===== src/design/nv_cfg_pkg.sv =====
// shared constants for the non-volatile configuration store and its host
package nv_cfg_pkg;
    localparam logic [6:0] ADDR_STATUS      = 7'h70;
    localparam logic [6:0] ADDR_STARTUP     = 7'h73;
    localparam logic [6:0] ADDR_CHIPCFG     = 7'h74;
    localparam logic [6:0] ADDR_CRC         = 7'h75;
    localparam logic [7:0] CRC_POLY         = 8'h2f;
    localparam logic [7:0] CRC_INIT         = 8'hff;
    localparam logic [7:0] CRC_XOR          = 8'hff;
    localparam logic [7:0] PRESET_STARTUP   = 8'h00;
    localparam logic [7:0] PRESET_CHIPCFG   = 8'h00;
    localparam int         READY_BIT        = 0;
    localparam int         ERROR_BIT        = 1;
    localparam int         CNT_LSB          = 2;
    localparam logic [5:0] CNT_MAX          = 6'h3f;
    localparam logic [5:0] CNT_RESET        = 6'h00;
    // cycles one cell programming cycle lasts
    localparam logic [7:0] PROG_CYCLES      = 8'h10;
    // one more than the cycles the restore pin condition must hold
    localparam logic [7:0] RESTORE_CYCLES   = 8'h08;
    // cycles the system reset pulse lasts
    localparam logic [3:0] SYSRST_CYCLES    = 4'h4;
    // host register map (ahb byte addresses)
    localparam logic [7:0] HREG_CTRL        = 8'h00;
    localparam logic [7:0] HREG_DATA        = 8'h04;
    localparam logic [7:0] HREG_STAT        = 8'h08;
    localparam logic [7:0] HREG_RDATA       = 8'h0c;
    localparam int         CTRL_GO          = 0;
    localparam int         CTRL_WRITE       = 1;
    localparam int         CTRL_ADDR_LSB    = 8;
    localparam int         STAT_BUSY        = 0;
    localparam int         STAT_DONE        = 1;

    function automatic logic [7:0] crc_byte(input logic [7:0] crc,
                                            input logic [7:0] dat);
        logic [7:0] d;
        d = crc ^ dat;
        for (int j = 0; j < 8; j++) begin
            d = d[7] ? ((d << 1) ^ CRC_POLY) : (d << 1);
        end
        return d;
    endfunction

    function automatic logic [7:0] crc_pair(input logic [7:0] b0,
                                            input logic [7:0] b1);
        return crc_byte(crc_byte(CRC_INIT, b0), b1) ^ CRC_XOR;
    endfunction
endpackage


===== src/design/nv_reg_if.sv =====
// register access link between host and configuration store
`timescale 1ns/100ps
interface nv_reg_if;
    logic       req;
    logic       wr;
    logic [6:0] addr;
    logic [7:0] wdata;
    logic       ack;
    logic [7:0] rdata;
    modport dev  (input req, wr, addr, wdata, output ack, rdata);
    modport host (output req, wr, addr, wdata, input ack, rdata);
endinterface


===== src/design/nv_config_store.sv =====
// non-volatile configuration store with crc-confirmed programming
//
// The AHB-Lite interface to the registers was left to the implementer.
`timescale 1ns/100ps
module nv_config_store
    import nv_cfg_pkg::*;
(
    input  wire logic mclk_i,
    input  wire logic reset_i,
    nv_reg_if.dev     bus,
    input  wire logic power_up_i,
    input  wire logic reset_pin_n_i,
    input  wire logic canh_high_i,
    input  wire logic canl_low_i,
    input  wire logic cell_fault_i,
    output logic      forced_normal_o,
    output logic      system_reset_o,
    output logic [7:0] startup_cfg_o,
    output logic [7:0] chip_cfg_o
);
    typedef enum logic [1:0] {ST_IDLE, ST_PROG, ST_DONE} state_e;

    state_e     state_ff;
    logic [7:0] cell_su_ff, cell_cc_ff;
    logic [7:0] shadow_su_ff, shadow_cc_ff;
    logic [7:0] crc_confirm_value_ff;
    logic       reprogram_ready_flag_ff;
    logic       program_error_flag_ff;
    logic [5:0] program_cycle_counter_ff;
    logic [7:0] prog_cnt_ff;
    logic [7:0] restore_cnt_ff;
    logic [3:0] sysrst_cnt_ff;
    logic       ack_ff;
    logic [7:0] rdata_ff;
    logic [1:0] rp_sync_ff, ch_sync_ff, cl_sync_ff, pu_sync_ff;
    logic       restore_pulse;
    logic       wr_hit, crc_ok, start_prog, forced_normal_control;

    // counter sticks at all ones instead of wrapping
    function automatic logic [5:0] sat_inc(input logic [5:0] c);
        return (c == CNT_MAX) ? c : c + 6'h01;
    endfunction

    always_ff @(posedge mclk_i) begin
        if (reset_i) begin
            rp_sync_ff <= 2'h3;
            ch_sync_ff <= 2'h0;
            cl_sync_ff <= 2'h0;
            pu_sync_ff <= 2'h0;
        end else begin
            rp_sync_ff <= {rp_sync_ff[0], reset_pin_n_i};
            ch_sync_ff <= {ch_sync_ff[0], canh_high_i};
            cl_sync_ff <= {cl_sync_ff[0], canl_low_i};
            pu_sync_ff <= {pu_sync_ff[0], power_up_i};
        end
    end

    // restore condition must persist for the qualifying time
    always_ff @(posedge mclk_i) begin
        if (reset_i) begin
            restore_cnt_ff <= 8'h00;
        end else if (pu_sync_ff[1] && !rp_sync_ff[1] && ch_sync_ff[1]
                     && cl_sync_ff[1]) begin
            if (restore_cnt_ff != RESTORE_CYCLES)
                restore_cnt_ff <= restore_cnt_ff + 8'h01;
        end else begin
            restore_cnt_ff <= 8'h00;
        end
    end
    assign restore_pulse = (restore_cnt_ff == RESTORE_CYCLES - 8'h01);

    // factory presets hold forced normal control at one
    assign forced_normal_control = reprogram_ready_flag_ff;

    assign wr_hit = bus.req && bus.wr && !ack_ff;
    assign crc_ok = (bus.wdata == crc_pair(shadow_su_ff, shadow_cc_ff));
    assign start_prog = wr_hit && bus.addr == ADDR_CRC && state_ff == ST_IDLE
                        && forced_normal_control
                        && reprogram_ready_flag_ff && crc_ok;

    always_ff @(posedge mclk_i) begin
        if (reset_i) begin
            ack_ff <= 1'b0;
        end else begin
            ack_ff <= bus.req && !ack_ff;
        end
    end

    // configuration bytes land in shadows, committed only by programming
    always_ff @(posedge mclk_i) begin
        if (reset_i) begin
            shadow_su_ff <= PRESET_STARTUP;
            shadow_cc_ff <= PRESET_CHIPCFG;
            crc_confirm_value_ff <= 8'h00;
        end else if (restore_pulse) begin
            shadow_su_ff <= PRESET_STARTUP;
            shadow_cc_ff <= PRESET_CHIPCFG;
        end else if (wr_hit && reprogram_ready_flag_ff
                     && state_ff == ST_IDLE) begin
            if (bus.addr == ADDR_STARTUP)
                shadow_su_ff <= bus.wdata;
            if (bus.addr == ADDR_CHIPCFG)
                shadow_cc_ff <= bus.wdata;
            if (bus.addr == ADDR_CRC)
                crc_confirm_value_ff <= bus.wdata;
        end
    end

    always_ff @(posedge mclk_i) begin
        if (reset_i) begin
            state_ff <= ST_IDLE;
            prog_cnt_ff <= 8'h00;
        end else begin
            case (state_ff)
                ST_IDLE: begin
                    prog_cnt_ff <= 8'h00;
                    if (start_prog)
                        state_ff <= ST_PROG;
                end
                ST_PROG: begin
                    prog_cnt_ff <= prog_cnt_ff + 8'h01;
                    if (prog_cnt_ff == PROG_CYCLES - 8'h01)
                        state_ff <= ST_DONE;
                end
                ST_DONE: state_ff <= ST_IDLE;
                default: state_ff <= ST_IDLE;
            endcase
        end
    end

    // cell array and status survive the system reset they cause
    always_ff @(posedge mclk_i) begin
        if (reset_i) begin
            cell_su_ff <= PRESET_STARTUP;
            cell_cc_ff <= PRESET_CHIPCFG;
            reprogram_ready_flag_ff <= 1'b1;
            program_error_flag_ff <= 1'b0;
            program_cycle_counter_ff <= CNT_RESET;
        end else if (restore_pulse) begin
            cell_su_ff <= PRESET_STARTUP;
            cell_cc_ff <= PRESET_CHIPCFG;
            reprogram_ready_flag_ff <= 1'b1;
            // an error reported in the same cycle is not lost
            program_error_flag_ff <= (state_ff == ST_DONE)
                                     && cell_fault_i;
            program_cycle_counter_ff <= sat_inc(program_cycle_counter_ff);
        end else if (state_ff == ST_DONE) begin
            if (!cell_fault_i) begin
                cell_su_ff <= shadow_su_ff;
                cell_cc_ff <= shadow_cc_ff;
            end
            program_error_flag_ff <= cell_fault_i;
            reprogram_ready_flag_ff <= 1'b0;
            program_cycle_counter_ff <= sat_inc(program_cycle_counter_ff);
        end
    end

    always_ff @(posedge mclk_i) begin
        if (reset_i) begin
            sysrst_cnt_ff <= 4'h0;
            system_reset_o <= 1'b0;
        end else if (restore_pulse || state_ff == ST_DONE) begin
            sysrst_cnt_ff <= SYSRST_CYCLES;
            system_reset_o <= 1'b1;
        end else if (sysrst_cnt_ff != 4'h0) begin
            sysrst_cnt_ff <= sysrst_cnt_ff - 4'h1;
            system_reset_o <= (sysrst_cnt_ff != 4'h1);
        end else begin
            system_reset_o <= 1'b0;
        end
    end

    always_ff @(posedge mclk_i) begin
        if (reset_i) begin
            forced_normal_o <= 1'b1;
            startup_cfg_o <= PRESET_STARTUP;
            chip_cfg_o <= PRESET_CHIPCFG;
        end else begin
            forced_normal_o <= forced_normal_control;
            startup_cfg_o <= cell_su_ff;
            chip_cfg_o <= cell_cc_ff;
        end
    end

    always_ff @(posedge mclk_i) begin
        if (reset_i) begin
            rdata_ff <= 8'h00;
        end else if (bus.req && !ack_ff) begin
            case (bus.addr)
                ADDR_STATUS:  rdata_ff <= {program_cycle_counter_ff,
                                           program_error_flag_ff,
                                           reprogram_ready_flag_ff};
                ADDR_STARTUP: rdata_ff <= (state_ff == ST_PROG) ? 8'h00
                                         : (reprogram_ready_flag_ff
                                            ? shadow_su_ff : cell_su_ff);
                ADDR_CHIPCFG: rdata_ff <= (state_ff == ST_PROG) ? 8'h00
                                         : (reprogram_ready_flag_ff
                                            ? shadow_cc_ff : cell_cc_ff);
                ADDR_CRC:     rdata_ff <= crc_confirm_value_ff;
                default:      rdata_ff <= 8'h00;
            endcase
        end
    end

    assign bus.ack = ack_ff;
    assign bus.rdata = rdata_ff;
endmodule


===== src/flat_wrapper.sv =====
// flat-port wrapper written by rule: the top's interface ports become plain ports
module nv_config_store_flat import nv_cfg_pkg::*;
  (mclk_i, reset_i, power_up_i, reset_pin_n_i, canh_high_i, canl_low_i, cell_fault_i, forced_normal_o, system_reset_o, startup_cfg_o, chip_cfg_o, bus_req, bus_wr, bus_addr, bus_wdata, bus_ack, bus_rdata);
  nv_reg_if bus_i ();
  input  wire logic mclk_i;
  input  wire logic reset_i;
  input  wire logic power_up_i;
  input  wire logic reset_pin_n_i;
  input  wire logic canh_high_i;
  input  wire logic canl_low_i;
  input  wire logic cell_fault_i;
  output logic forced_normal_o;
  output logic system_reset_o;
  output logic [7:0] startup_cfg_o;
  output logic [7:0] chip_cfg_o;
  input wire logic [$bits(bus_i.req)-1:0] bus_req;
  input wire logic [$bits(bus_i.wr)-1:0] bus_wr;
  input wire logic [$bits(bus_i.addr)-1:0] bus_addr;
  input wire logic [$bits(bus_i.wdata)-1:0] bus_wdata;
  output wire logic [$bits(bus_i.ack)-1:0] bus_ack;
  output wire logic [$bits(bus_i.rdata)-1:0] bus_rdata;
  assign bus_i.req = bus_req;
  assign bus_i.wr = bus_wr;
  assign bus_i.addr = bus_addr;
  assign bus_i.wdata = bus_wdata;
  assign bus_ack = bus_i.ack;
  assign bus_rdata = bus_i.rdata;
  nv_config_store u_core (.mclk_i(mclk_i), .reset_i(reset_i), .bus(bus_i), .power_up_i(power_up_i), .reset_pin_n_i(reset_pin_n_i), .canh_high_i(canh_high_i), .canl_low_i(canl_low_i), .cell_fault_i(cell_fault_i), .forced_normal_o(forced_normal_o), .system_reset_o(system_reset_o), .startup_cfg_o(startup_cfg_o), .chip_cfg_o(chip_cfg_o));
endmodule

===== config.mk =====
export PLATFORM = sky130hd
export DESIGN_NAME = nv_config_store_flat
export DESIGN_NICKNAME = d
export VERILOG_FILES = /design/src/design/nv_cfg_pkg.sv /design/src/design/nv_reg_if.sv /design/src/design/nv_config_store.sv /design/src/flat_wrapper.sv
export SDC_FILE = /design/constraint.sdc
export NUM_CORES = 1
export LEC_CHECK = 0
export BUFFER_PORTS_ARGS = -buffer_cell sky130_fd_sc_hd__clkbuf_2
export CAP_MARGIN = 20
export CORE_MARGIN = 1.5
export CORE_UTILIZATION = 38
export DETAILED_ROUTE_END_ITERATION = 7
export GPL_TIMING_DRIVEN = 0
export PLACE_DENSITY = 0.67
export SKIP_LAST_GASP = 1
export SYNTH_ARGS = -nofsm -noshare
export SYNTH_HDL_FRONTEND = slang
export SYNTH_SLANG_ARGS = --single-unit

===== constraint.sdc =====
create_clock -name mclk_i -period 7.1 [get_ports mclk_i]
set_input_delay 1.065 -clock mclk_i [delete_from_list [all_inputs] [get_ports mclk_i]]
set_output_delay 1.065 -clock mclk_i [all_outputs]
set_load 0.01 [all_outputs]

# Word-level counts from Yosys, hierarchy flattened
# Index checks and enable logic that the tools add are counted.
[totals]
regBits = 105
inputBits = 24
out_inout_bits = 27
word_cells = 127
[classes]
addsub = 4
eq_ne = 14
muxes = 34
bitwise_logic = 22
reduce_logical = 30
[op_table]
columns = ["operator", "n"]
rows = [
  ["6-bit 2-to-1 mux", 19],
  ["5-bit NOT", 16],
  ["8-bit 2-to-1 mux", 4],
  ["8-bit one-hot mux with 4 select lines", 1],
  ["7-bit == test (second input constant)", 4],
  ["8-bit by 1-bit adder with 8-bit output (second input constant)", 2],
  ["8-bit NOT", 2],
  ["8-bit one-hot mux with 2 select lines", 1],
  ["1-bit logical AND", 14],
  ["8-bit by 3-bit == test with 1-bit output (second input constant)", 1],
  ["8-bit by 4-bit == test with 1-bit output (second input constant)", 1],
  ["8-bit == test", 1],
  ["8-bit by 4-bit inequality test with 1-bit output (second input constant)", 1],
  ["2-bit AND reduction", 4],
  ["8-bit XOR", 1],
  ["6-bit by 1-bit adder with 6-bit output (second input constant)", 1],
  ["6-bit == test (second input constant)", 1],
  ["3-bit 2-to-1 mux", 2],
  ["2-bit nonzero test", 3],
  ["2-bit OR reduction", 3],
  ["1-bit 2-to-1 mux", 4],
  ["2-bit 2-to-1 mux", 2],
  ["2-bit by 1-bit inequality test with 1-bit output (second input constant)", 2],
  ["4-bit by 1-bit inequality test with 1-bit output (second input constant)", 1],
  ["10 further kinds", 13],
]

# Logic depth before layout (Yosys ltp)
[logic_depth]
word_depth = 39
ltp_mapped = 9
depth_no_buf = 9

# Least setup slack after synthesis
# Ideal clock, no wire load.
[synth_path]
path_kind = "input-to-reg"
startpoint = "in bus_addr[3]"
endpoint = "reg u_core.crc_confirm_value_ff[7]"
setup_time_ns = 0.128
arrival_ns = 2.670
required_time_ns = 6.972
path_slack_ns = 4.303
path_stages = 8
n_path_buf = 1
path_cell_list = "nand4b_1 > inv_1 > and4b_1 > clkbuf_1 > nand2b_1 > nor2_1 > mux2i_1 > nor2_1"
[synth_between]
elab_chain_cells = 2
[synth_lines]
columns = ["element", "line_no", "text"]
rows = [
  ["from (decl)", "flat_wrapper.sv:18", "input wire logic [$bits(bus_i.addr)-1:0] bus_addr;"],
  ["7-bit == test", "nv_config_store.sv:104", "if (bus.addr == ADDR_CRC)"],
  ["3-bit AND reduction (no line)", "--", ""],
  ["to (signal assigned)", "nv_config_store.sv:105", "crc_confirm_value_ff <= bus.wdata;"],
  ["to (decl)", "nv_config_store.sv:26", "logic [7:0] crc_confirm_value_ff;"],
]
# No other way between the ends.
# A chain may end at the register's enable or synchronous reset.

# Worst setup path after layout
[layout_path]
startpoint = "in bus_addr[3]"
endpoint = "reg u_core.crc_confirm_value_ff[1]"
# The elaborated chain is that of the path after synthesis.

==> metrics.txt <==
status complete, no violations; I/O pin cnt 51; post-synthesis sequential area ratio 0.445; kind of critical path input pin to flip-flop; worst vdd ir 0.0998 mV; GPL Wtd Cong 0.888; TritonCTS clock tree built; hold_ws 0.426 ns; Leakage 0.00214 uW; vias in the first global route 3,604; Chip Height 114 microns; H-tree Lvls 3; Netlist cell types 45; Longest Clk Path Bufs 2; antenna fix cells 0; Routed Wire Length 10.6 mm; final hold violation count 0; Power Density 216 nW/um^2; CORE AREA 12,100 sq um; die span in x 114 microns; Port Buffers 50; design internal power 890 uW; Flop pwr share 0.523; final period demand of the worst path 2.95 ns; FP Rows 40; worst-path maximum fanout 9; Final HPWL DP 8.33 mm; Synthesized Nets 540; slowest cell delay on critical path 0.68 ns; Critical path buffers and inverters 3; Worst Hold Class flip-flop to flip-flop; Post-synth ARST share 0; Cell Area, Synth 4720 sq um; setup TNS 0 ns; Comb pwr share 0.087; post-route ant nets 0; Final Max Slew Viols 0; maxcap violations 0; P_sw 290 uW; share of layout cells above drive strength 1 0.148; DR vias 3,687; clk_skew 0.00651 ns; area grow syn2layout 15.7%; CP Cell Sequence clkbuf_2 -> nand4b_1 -> inv_1 -> and4b_1 -> clkbuf_1 -> nand2b_1 -> nor2_1 -> mux2i_1 -> nor2_1; R2R Setup Slk 4.45 ns; Worst Setup End Kind flip-flop; unrepaired setup endpoints after global routing false; CP top delay family simple AND/OR/NAND/NOR gates; Cells after Synth 509; WL/cell 14.3 microns; largest net degree at the start of global routing 18; setup bufs post-CTS 0; most area-consuming cells after synthesis dfxtp_1 (45%), mux2i_1 (9.1%), nor2_1 (6.0%), xnor2_1 (5.9%), nand2_1 (4.4%); top_reg_cell synth dfxtp_1; crit path DAT 3.18 ns; startpoint types input pin; Critical Path RT 7.33 ns; initial drt markers 170; fmax 0.339 GHz; Slowest cell on crit path nor2_1; Mean Syn Cell Area 9.28 sq um; first-pass GRT wire length 17.4 mm; Yosys reg bits 105; die footprint 13,100 sq um; setup violators final 0; GRT Util Overall 0.174; Root Buffer clkbuf_16; period utilization 0.415; Worst-Skew Late Latency 0.35 ns; cts hold-fix bufs 0; Worst-Margin Slew 0.935 ns; DR pass1 iterations 4; post-synth top area cell dfxtp_1; Post-synth EDFFs 0; DRC viols 0; Clock Sink Count 105; most used cell, CP nor2_1; initial antenna violation count 0; switching share of total power 0.246; Num CTS Buffers 9; clock network power share 0.390; clock-pin slew on the worst setup and hold paths 0.07 ns; grt total ovfl 0; fillers 1,159; Slew HR 0.375; synth warn 0; nets@finish 602; post-DR vias/cell 4.96; post_cts resized 0; most frequent cell after synthesis dfxtp_1; most frequent cells after synthesis dfxtp_1 (105), nor2_1 (76), nand2_1 (55), mux2i_1 (43), xnor2_1 (32); Starting Density 0.391; area share of the largest cell type after synthesis 0.445
## power by group through the flow
stage | logic [uW] | registers [uW] | clock network, uW
after global routing | 116 | 619 | 493
after CTS | 104 | 617 | 472
after detailed placement | 104 | 630 | 0
final | 103 | 617 | 460
after floorplan | 67.2 | 630 | 0
after global placement | 97.8 | 629 | 0
## worst register-to-register path, stage by stage, from the launching register on
cell and delay (ns):
dfxtp_1 0.34, or4_1 0.54, nor3_1 0.50, nor2_1 0.25, a31oi_2 0.37, nand4_1 0.20
nor2_1 0.16, xnor2_1 0.13, nor2_1 0.05
## kinds of logic after synthesis
family | count (synthesis) | share of synthesized area
simple gates | 202 | 0.198
fa+ha+maj | 7 | 0.0185
buf+inv | 32 | 0.0302
flops | 105 | 0.445
xor+xnor | 63 | 0.134
compound gates | 55 | 0.0763
mux | 45 | 0.0983
## per-layer routing
layer	wire length [microns]	up-vias	track usage
met5	0	-	0
met4	316	0	0.0850
met3	452	21	0.0450
met2	4960	88	0.282
met1	4910	1745	0.214
li1	-	1833	-
## cell usage in the layout (no fill, tap or decap), types with 4 or more instances in the layout
cell	count
clkbuf_16	9
clkbuf_2	51
nor2_1	76
xnor2_1	32
inv_1	7
nor2b_1	28
a311oi_1	8
mux2i_1	43
nand2_1	55
clkbuf_1	21
and3_1	4
a21oi_1	17
o21ai_0	5
xnor2_2	4
dfxtp_1	105
nand2b_1	4
ha_1	7
a22oi_1	11
nand3_1	8
nor3_1	6
o22ai_1	8
xor2_1	23
or2_2	7
## sequential cells by signal, summed over array words and instances (netlist names), 2 cells and up
register,flops
u_core.crc_confirm_value_ff,8
u_core.cl_sync_ff,2
u_core.cell_cc_ff,8
u_core.bus.rdata,8
u_core.state_ff,2
u_core.shadow_su_ff,8
u_core.program_cycle_counter_ff,6
u_core.cell_su_ff,8
u_core.shadow_cc_ff,8
u_core.sysrst_cnt_ff,4
u_core.pu_sync_ff,2
u_core.startup_cfg_o,8
u_core.ch_sync_ff,2
u_core.restore_cnt_ff,8
u_core.rp_sync_ff,2
u_core.prog_cnt_ff,8
u_core.chip_cfg_o,8
## through the flow
stage               power, uW  std cells   util  area [sq um]  setup WS, ns
global route             1230        744  0.453          5460          3.93
floorplan                 698        509      -          4720          4.30
detailed placement        734        728  0.430          5190          3.82
global placement          727        727  0.430          5180          3.85
CTS                      1190        744  0.453          5460          4.18
finish                   1180        744  0.453          5460          4.15
## path summary, 6_finish.rpt
| path | cells past startpoint | start | endpoint |
|---|---|---|---|
| worst min-delay path | 1 | u_core.rp_sync_ff[0] | u_core.rp_sync_ff[1] |
| worst max-delay path | 9 | bus_addr[3] | u_core.crc_confirm_value_ff[1] |
| worst max register to register | 8 | u_core.restore_cnt_ff[4] | u_core.program_cycle_counter_ff[5] |
| worst min register to register | 1 | u_core.rp_sync_ff[0] | u_core.rp_sync_ff[1] |
## layout make-up
| type | count | area, sq um | share of cell area |
|---|---|---|---|
| multi-input cells | 372 | 2480 | 0.454 |
| flip-flops and latches | 105 | 2100 | 0.385 |
| repair buffers | 51 | 255 | 0.0467 |
| clock buffers | 11 | 233 | 0.0426 |
| well taps | 168 | 210 | 0.0385 |
| plain buffers | 25 | 116 | 0.0213 |
| clock inverters | 5 | 41.3 | 0.00756 |
| inverters | 7 | 26.3 | 0.00481 |
Power figures use the tool's default switching activity.
